$ cat src/include/sao_pkg.sv
// package for the software interrupt and or instruction executor
package sao_pkg;
  localparam int PC_W        = 10;
  localparam int DATA_W      = 8;
  localparam int REG_IDX_W   = 6;
  localparam int REG_COUNT   = 64;
  localparam logic [9:0] SWI_VECTOR   = 10'h001;
  localparam logic [9:0] PC_RESET     = 10'h000;
  localparam logic [7:0] ACC_RESET    = 8'h00;
  localparam logic [7:0] DMEM_RESET   = 8'h00;
  localparam logic       ZERO_RESET   = 1'b0;
  localparam logic [1:0] SWI_CYCLES   = 2'h3;
  localparam logic [1:0] OR_CYCLES    = 2'h1;

  typedef enum logic [1:0] {
    SAO_OP_NONE,
    SAO_OP_SWI,
    SAO_OP_OR_IMM,
    SAO_OP_OR_REG
  } sao_op_t;

  // one instruction as issued by the fetch stage
  typedef struct packed {
    sao_op_t         op;
    logic [7:0]      imm;
    logic [5:0]      reg_idx;
    logic            dest_sel;
  } sao_instr_t;

  // core state made visible to the rest of the core
  typedef struct packed {
    logic [9:0]      program_counter;
    logic [7:0]      accumulator;
    logic            zero_flag;
  } sao_state_t;

  // one push onto the hardware call stack
  typedef struct packed {
    logic            push;
    logic [9:0]      addr;
  } sao_push_t;
endpackage

$ cat src/design/sao_exec.sv
// executor for software interrupt, or-immediate and or-register instructions
`timescale 1ns/1ps
// What this block does
// - software interrupt pushes program_counter plus one onto the call stack first.
// - software interrupt then loads program_counter with vector 0x001.
// - or-immediate ors accumulator with 8-bit literal and updates zero flag.
// - or-immediate writes only the accumulator, never data memory.
// - or-register ors accumulator with register 0..63 and updates zero flag.
// - destination bit 0 writes accumulator, register left unchanged.
// - destination bit 1 writes register back, accumulator left unchanged.
module sao_exec (
  input  wire logic               mclk,
  input  wire logic               arst_n,
  input  wire sao_pkg::sao_instr_t instr,
  input  wire logic               instr_valid,
  output logic                    instr_ready,
  output sao_pkg::sao_state_t     state_out,
  output sao_pkg::sao_push_t      stack_push,
  output logic                    done
);
  import sao_pkg::*;

  typedef enum logic [1:0] {
    SAO_IDLE,
    SAO_SWI_PUSH,
    SAO_SWI_VEC
  } sao_fsm_t;

  sao_fsm_t       state_ff;
  sao_fsm_t       nxt_state;
  logic [9:0]     pc_ff;
  logic [9:0]     nxt_pc;
  logic [7:0]     acc_ff;
  logic [7:0]     nxt_acc;
  logic           zero_ff;
  logic           nxt_zero;
  logic           push_ff;
  logic           nxt_push;
  logic [9:0]     push_addr_ff;
  logic [9:0]     nxt_push_addr;
  logic           done_ff;
  logic           nxt_done;
  logic           ready_ff;
  logic           nxt_ready;
  logic [7:0]     dmem_ff [REG_COUNT];
  logic           dmem_we;
  logic [5:0]     dmem_idx;
  logic [7:0]     dmem_wdata;
  logic           take;
  logic           take_swi;
  logic           take_imm;
  logic           take_reg;
  logic           take_none;
  logic [9:0]     pc_plus_one;
  logic [7:0]     operand;
  logic [7:0]     or_result;
  logic           or_zero;

  // issue decode; instr is only looked at while the port is open, so an
  // instruction held during a software interrupt is dropped without a flag
  always_comb begin
    take      = instr_valid && ready_ff && (state_ff == SAO_IDLE);
    take_swi  = 1'b0;
    take_imm  = 1'b0;
    take_reg  = 1'b0;
    take_none = 1'b0;
    if (take) begin
      unique case (instr.op)
        SAO_OP_SWI: begin
          take_swi = 1'b1;
        end
        SAO_OP_OR_IMM: begin
          take_imm = 1'b1;
        end
        SAO_OP_OR_REG: begin
          take_reg = 1'b1;
        end
        SAO_OP_NONE: begin
          take_none = 1'b1;
        end
      endcase
    end
  end

  // return address and sequential advance share one incrementer
  always_comb begin
    pc_plus_one = pc_ff + 10'h001;
  end

  // operand select: literal or data-memory register, then the shared or;
  // the register read is combinational so or-register needs no extra cycle
  always_comb begin
    if (instr.op == SAO_OP_OR_IMM) begin
      operand = instr.imm;
    end else begin
      operand = dmem_ff[instr.reg_idx];
    end
    or_result = acc_ff | operand;
    or_zero   = (or_result == 8'h00);
  end

  // sequencer; the software interrupt closes the issue port for the two cycles after its issue
  // so the stale fetch behind it can never reach the datapath
  always_comb begin
    nxt_state     = state_ff;
    nxt_ready     = ready_ff;
    nxt_push      = 1'b0;
    nxt_push_addr = push_addr_ff;
    nxt_done      = 1'b0;
    unique case (state_ff)
      SAO_IDLE: begin
        if (take_swi) begin
          nxt_push      = 1'b1;
          nxt_push_addr = pc_plus_one;
          nxt_ready     = 1'b0;
          nxt_state     = SAO_SWI_PUSH;
        end else if (take_imm || take_reg) begin
          nxt_done = 1'b1;
        end
      end
      SAO_SWI_PUSH: begin
        // return address went out on the previous edge; vector now
        nxt_state = SAO_SWI_VEC;
      end
      SAO_SWI_VEC: begin
        // third cycle flushes the stale fetch, then reopens issue
        nxt_done  = 1'b1;
        nxt_ready = 1'b1;
        nxt_state = SAO_IDLE;
      end
      default: begin
        // unused code: recover to idle with the port open
        nxt_state = SAO_IDLE;
        nxt_ready = 1'b1;
      end
    endcase
  end

  // sequencer registers
  always_ff @(posedge mclk or negedge arst_n) begin
    if (!arst_n) begin
      state_ff     <= SAO_IDLE;
      ready_ff     <= 1'b1;
      push_ff      <= 1'b0;
      push_addr_ff <= PC_RESET;
      done_ff      <= 1'b0;
    end else begin
      state_ff     <= nxt_state;
      ready_ff     <= nxt_ready;
      push_ff      <= nxt_push;
      push_addr_ff <= nxt_push_addr;
      done_ff      <= nxt_done;
    end
  end

  // program counter, accumulator and zero flag; the software interrupt
  // leaves accumulator and zero alone, only the two or forms touch them
  always_comb begin
    nxt_pc   = pc_ff;
    nxt_acc  = acc_ff;
    nxt_zero = zero_ff;
    if (take_imm) begin
      nxt_acc  = or_result;
      nxt_zero = or_zero;
    end
    if (take_reg) begin
      nxt_zero = or_zero;
      if (!instr.dest_sel) begin
        nxt_acc = or_result;
      end
    end
    if (take_imm || take_reg || take_none) begin
      nxt_pc = pc_plus_one;
    end
    if (state_ff == SAO_SWI_PUSH) begin
      // vector only after the return address is on the stack
      nxt_pc = SWI_VECTOR;
    end
  end

  // datapath registers
  always_ff @(posedge mclk or negedge arst_n) begin
    if (!arst_n) begin
      pc_ff   <= PC_RESET;
      acc_ff  <= ACC_RESET;
      zero_ff <= ZERO_RESET;
    end else begin
      pc_ff   <= nxt_pc;
      acc_ff  <= nxt_acc;
      zero_ff <= nxt_zero;
    end
  end

  // data memory write port; the write lands on the same edge as done, so a
  // back-to-back or-register reads the new value
  always_comb begin
    dmem_we    = take_reg && instr.dest_sel;
    dmem_idx   = instr.reg_idx;
    dmem_wdata = or_result;
  end

  // data memory; clearing every word on reset costs fan-out but keeps
  // the first or-register result defined
  always_ff @(posedge mclk or negedge arst_n) begin
    if (!arst_n) begin
      for (int i = 0; i < REG_COUNT; i++) begin
        dmem_ff[i] <= DMEM_RESET;
      end
    end else if (dmem_we) begin
      dmem_ff[dmem_idx] <= dmem_wdata;
    end
  end

  // outputs come straight from registers
  assign state_out.program_counter = pc_ff;
  assign state_out.accumulator     = acc_ff;
  assign state_out.zero_flag       = zero_ff;
  assign stack_push.push           = push_ff;
  assign stack_push.addr           = push_addr_ff;
  assign done                      = done_ff;
  assign instr_ready               = ready_ff;
endmodule

$ cat config.mk
export PLATFORM = sky130hd
export DESIGN_NAME = sao_exec
export DESIGN_NICKNAME = d
export VERILOG_FILES = /design/src/include/sao_pkg.sv /design/src/design/sao_exec.sv
export SDC_FILE = /design/constraint.sdc
export NUM_CORES = 1
export LEC_CHECK = 0
export BUFFER_PORTS_ARGS = -buffer_cell sky130_fd_sc_hd__buf_2
export CORE_UTILIZATION = 60
export CTS_CLUSTER_SIZE = 28
export DETAILED_ROUTE_END_ITERATION = 8
export PLACE_DENSITY = 0.78
export SYNTH_ARGS = -nofsm -noshare
export SYNTH_HDL_FRONTEND = slang
export SYNTH_SLANG_ARGS = --single-unit
$ cat constraint.sdc
create_clock -name mclk -period 5.4 [get_ports mclk]
set_input_delay 0.27 -clock mclk [delete_from_list [all_inputs] [get_ports mclk]]
set_output_delay 0.27 -clock mclk [all_outputs]
set_load 0.01 [all_outputs]
# Yosys cells after proc, flatten, opt, wreduce, memory -nomap -nowiden
# Cells that the tools add are included.
dict set report word_totals {
  memories 0
  romBits 0
  word_cells 128
  ram_bits 0
  latch_bits 0
  out_inout_bits 32
  regBits 546
  inputBits 20
}
dict set report op_classes {
  shifts 0
  reduce_logical 13
  n_mul 0
  n_lt_le_gt_ge 2
  n_bitwise 3
  n_addsub 1
  mux 31
  eq_ne 6
  div_mod_pow 0
}
# cell count
set op_table {}
lappend op_table {{512-bit bitwise mux} 1}
lappend op_table {{8-bit two-way mux} 7}
lappend op_table {{8-bit binary-select mux with 6-bit select} 1}
lappend op_table {{8-bit demux with 6-bit select} 1}
lappend op_table {{10-bit two-way mux} 2}
lappend op_table {{1-bit two-way mux} 15}
lappend op_table {{10-bit by 1-bit adder with 10-bit output (second input constant)} 1}
lappend op_table {{8-bit zero test} 1}
lappend op_table {{8-bit bitwise OR} 1}
lappend op_table {{7-bit greater-or-equal comparator (second input constant)} 1}
lappend op_table {{7-bit by 1-bit < comparator with 1-bit output (second input constant)} 1}
lappend op_table {{6-bit NOT with 7-bit output} 1}
lappend op_table {{2-bit == test (second input constant)} 3}
lappend op_table {{2-bit by 1-bit == test with 1-bit output (second input constant)} 2}
lappend op_table {{1-bit logical AND} 4}
lappend op_table {{2-bit zero test} 2}
lappend op_table {{1-bit case mux with 2 select lines} 2}
lappend op_table {{2-bit case mux with 2 select lines} 1}
lappend op_table {{2-bit AND reduction} 2}
lappend op_table {{2-bit nonzero test} 2}
lappend op_table {{1-bit logical OR} 2}
lappend op_table {{2-bit two-way mux} 1}
lappend op_table {{2-bit != test (second input constant)} 1}
lappend op_table {{1-bit NOT} 1}

# Depth between registers and ports, before layout
# Gate-level depths: netlist of the first run.
dict set report depth {
  ltp_word 9
  mapped_depth 15
  ltp_nobuf 8
}

# Worst setup path before layout of the first run
# Ideal clock, no wire load.
dict set report synth_timing {
  path_kind {input port to flip-flop}
  startpoint {input instr[1] (netlist bit)}
  endpoint {register dmem_ff[359] (netlist bit)}
  setup_time_ns 0.139
  required_time_ns 5.261
  stages 11
  n_path_buf 3
  arrival_ns 2.522
  setup_slack_ns 2.738
  path_cell_list {buf_6 -> mux2_1 -> a221o_1 -> a21oi_1 -> o32ai_1 -> a2111o_1 -> a2111oi_2 -> o21ba_2 -> buf_6 -> buf_6 -> a21oi_1}
}
dict set report synth_between {
  elab_chain_cells 7
  elab_cells_between_ends 12
  classes_between {2 x order compare; 7 x mux; 2 x bitwise; 1 x reduce/logical}
}
# item line
set synth_rtl {}
lappend synth_rtl {{from (decl)} sao_exec.sv:14} ;# input wire sao_pkg::sao_instr_t instr,
lappend synth_rtl {{6-bit NOT with 7-bit output (not written as such) (*)} {sao_exec.sv:96, sao_exec.sv:210}}
lappend synth_rtl {{8-bit binary-select mux with 6-bit select} sao_exec.sv:96} ;# operand = dmem_ff[instr.reg_idx];
lappend synth_rtl {{8-bit two-way mux (not written as such) (2 in a row)} sao_exec.sv:96}
lappend synth_rtl {{8-bit two-way mux} sao_exec.sv:93} ;# if (instr.op == SAO_OP_OR_IMM) begin
lappend synth_rtl {{8-bit bitwise OR} sao_exec.sv:98} ;# or_result = acc_ff | operand;
lappend synth_rtl {{512-bit bitwise mux (*)} sao_exec.sv:210} ;# dmem_ff[dmem_idx] <= dmem_wdata;
lappend synth_rtl {{to (signal, indexed assignment)} sao_exec.sv:210}
lappend synth_rtl {{to (decl)} sao_exec.sv:45} ;# logic [7:0] dmem_ff [REG_COUNT];
# Mark *: on every way between the ends. The rest lies on a longest branch, timed or not. The select of a mux whose other input is x is not followed.
# A chain may end at the register's enable or synchronous reset.

# Worst setup path after layout of the first run
dict set report layout_timing {
  startpoint {input instr[3] (netlist bit)}
  endpoint {register dmem_ff[475] (netlist bit)}
}
# Same word-level chain as after synthesis.

==> results of run 1 <==
-- layout by cell type, fill, tap and decap left out, types with 4 or more instances in the layout --
cell type,instances
a2111oi_0,5
a211oi_1,6
a21o_1,7
a21oi_1,191
a21oi_2,40
a221o_1,7
a221oi_1,39
a22o_1,15
a22oi_1,53
a31oi_1,14
a31oi_4,4
and2_1,5
and3_1,13
buf_12,7
buf_2,47
buf_4,67
bufinv_16,5
clkbuf_1,16
clkbuf_16,55
clkbuf_8,10
clkinv_2,8
dfrtp_1,545
inv_1,10
mux2_2,367
mux2i_1,62
mux4_2,23
nand2_1,76
nand2b_1,10
nand3_1,6
nor2_1,296
nor2b_1,10
nor3_1,14
nor3b_1,4
o211ai_1,6
o21ai_0,58
o22ai_1,8
o2bb2ai_1,8
o31ai_1,4
xnor2_1,8
-- cells by family after synthesis --
group                    after synthesis  synth area share (%)
AO/OA/AOI/OAI                        489                  12.7
AND/OR/NAND/NOR                      453                  7.60
XOR/XNOR                               8                 0.278
buffers and inverters                207                  3.98
adder cells (fa/ha/maj)                1                0.0497
multiplexers                         455                  21.1
flip-flops                           546                  54.3
-- critical path: stages --
cell and delay (ps):
buf_6 640, nor2b_1 670, buf_4 380, a221oi_1 170, o21ai_0 520, nand3_1 370
a31oi_4 630, buf_4 470, mux2_2 230
-- stage by stage --
stage	setup slack (ps)	cell area, µm²	hold slack, ps	cells	utilization, %
global route	1450	27700	208	2718	67.4
CTS	1730	27700	160	2717	67.4
detailed placement	1130	25900	251	2618	63.0
global placement	1190	25900	244	2618	63.0
finish	1480	27700	176	2719	67.4
floorplan	2740	25200	-25.6	2159	-
-- timing repair --
action,4_1_cts,5_1_grt
hold buffers,2,0
setup buffers,0,0
endpoints found under the hold margin,57,0
-- path summary, 6_finish.rpt --
check / start / end / slack, ps / depth (start not counted)
max reg2reg: instr_ready / dmem_ff[152] / 1540 / 7
min: instr[14] / acc_ff[7] / 180 / 4
max: instr[3] / dmem_ff[475] / 1480 / 9
min reg2reg: push_addr_ff[0] / push_addr_ff[0] / 480 / 2
max in group asynchronous: arst_n / dmem_ff[113] / 3830 / 3
min in group asynchronous: arst_n / dmem_ff[497] / 200 / 2
-- cell type report --
type	instances	area (µm²)	area share, %
flip-flops and latches	546	13700	49.3
multi-input cells	1406	10600	38.3
clock buffers	81	1570	5.68
repair buffers	125	925	3.34
well taps	532	666	2.40
clock inverters	16	215	0.777
inverters	11	41.3	0.149
diodes	2	5.00	0.0181
-- metal layers --
layer | part of all wire [%] | global-route usage (%) | up-vias
li1 | - | - | 7680
met1 | 39 | 47.8 | 9222
met2 | 45 | 51.4 | 1090
met3 | 11 | 8.79 | 273
met4 | 5.3 | 18.5 | 2
met5 | 0.015 | 0 | -
-- power by group --
| group | total, mW | internal [mW] | switching [mW] |
|---|---|---|---|
| Combinational | 1.27 | 0.360 | 0.905 |
| Clock | 3.85 | 2.24 | 1.61 |
| Sequential | 4.39 | 4.27 | 0.127 |
| Total | 9.51 | 6.87 | 2.64 |
-- sequential cells by signal, summed over array words and instances (netlist names) --
signal	cells
acc_ff	8
dmem_ff	512
done	1
instr_ready	1
pc_ff	10
push_addr_ff	10
push_ff	1
state_ff	2
zero_ff	1
==> impl_metrics.py, run 1 <==
metrics = {
    "sta": {
        "fmax_ghz": 0.255,
        "timing.slew.headroom_pct": 18.6,
        "finClkSkew_ps": 21.3,
        "period_minus_slack_ps": 3920,
        "finalHoldViolCount": 0,
        "rsz0062_at_grt": "no",
        "min_period_over_period_pct": 72.5,
        "finalSetupViolations": 0,
        "tns_ps": 0,
        "slew_viol_final": 0,
        "tightestPinTransition_ps": 1220,
    },
    "worst_setup_path": {
        "cp_max_fo": 83,
        "critPathKind": "in -> reg",
        "critPathRequiredTime_ps": 5940,
        "worstPathArrival_ps": 4460,
        "end_kind": "flip-flop",
        "cp-start-kind": "input pin",
    },
    "synthesis": {
        "yosysUniqueCellTypes": 65,
        "ys_warn_count": 0,
        "yosys_most_used_dff": "dfrtp_1",
        "synthesis.instances": 2159,
        "synth_edf_count": 0,
        "syn_nets": 2180,
        "yosysMostFrequentCell": "dfrtp_1",
        "syn_area_um2": 25200,
        "synth.area.top_cells": "dfrtp_1 54%, mux2_2 16%, nor2_1 4.4%, a21oi_1 3.8%, mux2i_1 2.5%",
        "ys_async_sr_fraction_pct": 100,
        "yosys.area.top_type": "dfrtp_1",
        "netlist_top_cells_count": "545 x dfrtp_1, 367 x mux2_2, 297 x nor2_1",
        "seq_area_frac_synth_pct": 54.3,
        "syn_avg_cell_area_um2": 11.7,
        "synth-seq-cells": 546,
        "netlist.area_leader.share_pct": 54.2,
    },
    "global_route": {
        "grt_pass1_vias": 18100,
        "grt_first_pass_wirelength_um": 111000,
        "gr-total-overflow": 0,
        "grt_max_degree": 181,
        "grt.total_usage_pct": 34.9,
        "antenna_found_initial": 2,
    },
    "clocking": {
        "cts_htree_levels": 2,
        "ctsRootBufferMaster": "clkbuf_16",
        "cts.sinks": 546,
        "clkLatencyLatePin_ps": 620,
        "clk_pin_slew_ps": 60,
        "cts_resized": 0,
        "cts_buffers": 54,
        "clock_path_buffers": 3,
        "cts_tree": "built",
    },
    "power_and_ir_drop": {
        "p_leak_nw": 13.1,
        "p_per_area_nw_per_um2": 343,
        "power_mw": 9.51,
        "vdd_drop_max_mv": 0.256,
    },
    "placed_design": {
        "dp_hpwl_um": 46400,
        "io_buffers": 51,
        "place_congestion": 0.966,
    },
    "route": {
        "first_pass_iters": 9,
        "drt-wirelength-per-cell_um": 26.9,
        "drt_iter0_markers": 2283,
        "viasPerCell": 6.72,
        "drt.antenna.violating_nets": 0,
        "totalWireLength_um": 73200,
        "route.detailed.drc": 4,
        "vias": 18300,
    },
    "die": {
        "rows": 74,
        "die-area_um2": 42800,
        "initial_core_util_pct": 61.2,
        "core_um2": 41100,
        "die_x_um": 207,
        "die_h_um": 207,
        "num_io_pins": 52,
    },
    "final_layout": {
        "nFillCells": 2967,
        "layout.nets": 2165,
        "syn2layout_area_growth_pct": 10.0,
        "drive_gt1_share_pct": 29.9,
    },
    "flow_run": {
        "cap_violations": 0,
    },
    "worst_hold_path": {
        "hold_path.class": "in -> reg",
    },
    "status": {
        "status": "finished with violations",
        "violations": "design-rule violations",
    },
}
Power figures use the tool's default switching activity.
==> run 2: changes to the inputs <==
- CORE_UTILIZATION: 60 -> 57
- PLACE_DENSITY: 0.78 -> 0.77
- clock period: 5.4 -> 3.3 ns (I/O delays scaled with it)
==> run 2 against run 1 <==
The flow now finishes without violations. Worst hold slack worse by 57 ps. Global-route usage fell by 0.92 points. Setup slack got worse by 1200 ps. Die area rose by 5.2%. Clock skew rose by 6.6 ps. Total power rose by 62%. Final cell count grew 6.3%. Sequential share of layout area is 1.8 points lower.
==> impl_metrics.py, run 2 (synthesis results as in run 1) <==
metrics = {
    "placed_design": {
        "io_buffers": 51,
        "dp_hpwl_um": 50000,
        "place_congestion": 1.03,
        "dp_cells": 2792,
        "dp_slack_ps": 99.1,
    },
    "sta": {
        "timing.slew.headroom_pct": 36.5,
        "period_minus_slack_ps": 3000,
        "tightestPinTransition_ps": 949,
        "fmax_ghz": 0.333,
        "tns_ps": 0,
        "worst_slack_ps": 300,
        "finClkSkew_ps": 27.9,
        "finalHoldViolCount": 0,
        "finalSetupViolations": 0,
        "slew_viol_final": 0,
        "rsz0062_at_grt": "no",
        "min_period_over_period_pct": 90.9,
    },
    "global_route": {
        "antenna_found_initial": 0,
        "gr-total-overflow": 0,
        "grt_first_pass_wirelength_um": 114000,
        "grt_pass1_vias": 18900,
        "grt.total_usage_pct": 34.0,
        "grt_max_degree": 90,
    },
    "die": {
        "die_h_um": 212,
        "die_x_um": 212,
        "rows": 76,
        "initial_core_util_pct": 58.1,
        "die-area_um2": 45000,
        "core_um2": 43400,
        "num_io_pins": 52,
    },
    "clocking": {
        "cts_htree_levels": 2,
        "cts_tree": "built",
        "clk_pin_slew_ps": 60,
        "postCtsHoldBufs": 2,
        "ctsRootBufferMaster": "clkbuf_16",
        "cts_resized": 0,
        "post_cts_buffers": 0,
        "cts.sinks": 546,
        "clock_path_buffers": 3,
        "clkLatencyLatePin_ps": 630,
        "cts_buffers": 55,
    },
    "route": {
        "drt.antenna.violating_nets": 0,
        "first_pass_iters": 8,
        "totalWireLength_um": 74100,
        "route.detailed.drc": 0,
        "viasPerCell": 6.47,
        "drt-wirelength-per-cell_um": 25.6,
        "drt_iter0_markers": 2223,
        "vias": 18700,
    },
    "final_layout": {
        "top_regs": "dmem_ff (512), pc_ff (10), push_addr_ff (10)",
        "post-route-util_pct": 66.3,
        "layoutNonFillerInstCount": 2890,
        "largest_register_ffs": 512,
        "layout.nets": 2287,
        "n_antenna_cell": 0,
        "layout_commonest_cell": "dfrtp_1",
        "layout_common_cells": "545 x dfrtp_1, 367 x mux2_2, 296 x nor2_1, 191 x a21oi_1, 175 x buf_4",
        "largest_register": "dmem_ff",
        "drive_gt1_share_pct": 33.6,
        "syn2layout_area_growth_pct": 14.2,
    },
    "power_and_ir_drop": {
        "p_sw_mw": 4.33,
        "power_mw": 15.4,
        "combPwrFrac_pct": 14.8,
        "switching_share_pct": 28.1,
        "p_seq_share_pct": 46.5,
        "p_per_area_nw_per_um2": 537,
        "clockPowerShare_pct": 38.7,
        "vdd_drop_max_mv": 0.451,
        "p_leak_nw": 13.8,
        "power.internal_mw": 11.1,
    },
    "worst_setup_path": {
        "cp_max_fo": 26,
        "cp-start-kind": "flip-flop",
        "critPathRequiredTime_ps": 3780,
        "end_kind": "flip-flop",
        "worstPathArrival_ps": 3480,
        "critPathKind": "reg -> reg",
    },
    "worst_hold_path": {
        "hold_path.class": "in -> reg",
    },
    "flow_run": {
        "cap_violations": 0,
    },
    "status": {
        "status": "complete, no violations",
    },
}
==> run 2: cell types whose count changed in the layout (fill, tap and decap cells not counted), moves of 2 or more <==
| cell | delta |
|---|---|
| buf_12 | +13 |
| buf_4 | +108 |
| bufinv_16 | -5 |
| clkbuf_1 | -2 |
| clkbuf_8 | +4 |
| diode_2 | -2 |
| inv_6 | +3 |
==> run 2: power groups by stage <==
stage | registers (mW) | logic [mW] | clock network, mW
finish | 7.18 | 2.29 | 5.98
floorplan | 7.27 | 1.22 | 0
CTS | 7.18 | 2.23 | 6.03
global placement | 7.27 | 2.16 | 0
detailed placement | 7.29 | 2.21 | 0
global route | 7.21 | 2.41 | 6.28
==> run 2: stage by stage <==
stage | hold slack [ps] | cell area (µm²)
finish | 119 | 28800
global route | 141 | 28800
CTS | 103 | 28800
detailed placement | 257 | 27000
global placement | 249 | 27000
floorplan | -131 | 25200
==> run 2: cell type report <==
type                       count  area (µm²)
clock buffer                  83        1620
fill                        3118       14600
clock inverter                13        85.1
inverter                      11        41.3
sequential                   546       13700
timing repair buffer         246        2000
tap                          585         732
multi-input combinational   1406       10600
==> run 2: worst max-delay path, cell delays in order (launching register included) <==
cell	delay [ps]
dfrtp_1	390
mux4_2	490
mux2i_1	210
o22ai_1	170
a2111o_1	450
a2111oi_2	470
o21ba_4	310
buf_12	230
a21oi_1	120
==> run 2: routing by layer <==
layer,part of all wire [%],track usage (%)
met1,38,44.7
met3,11,9.76
met2,45,51.6
met4,5.6,16.9
met5,0,0
==> run 2: final timing paths <==
path	cells past startpoint	start	end	slack (ps)
max	8	dmem_ff[199]	dmem_ff[439]	300
min	3	instr[0]	acc_ff[1]	120
max reg2reg	8	dmem_ff[199]	dmem_ff[439]	300
min reg2reg	2	push_addr_ff[8]	push_addr_ff[8]	480
max in group asynchronous	4	arst_n	dmem_ff[299]	1970
min in group asynchronous	2	arst_n	push_addr_ff[9]	180
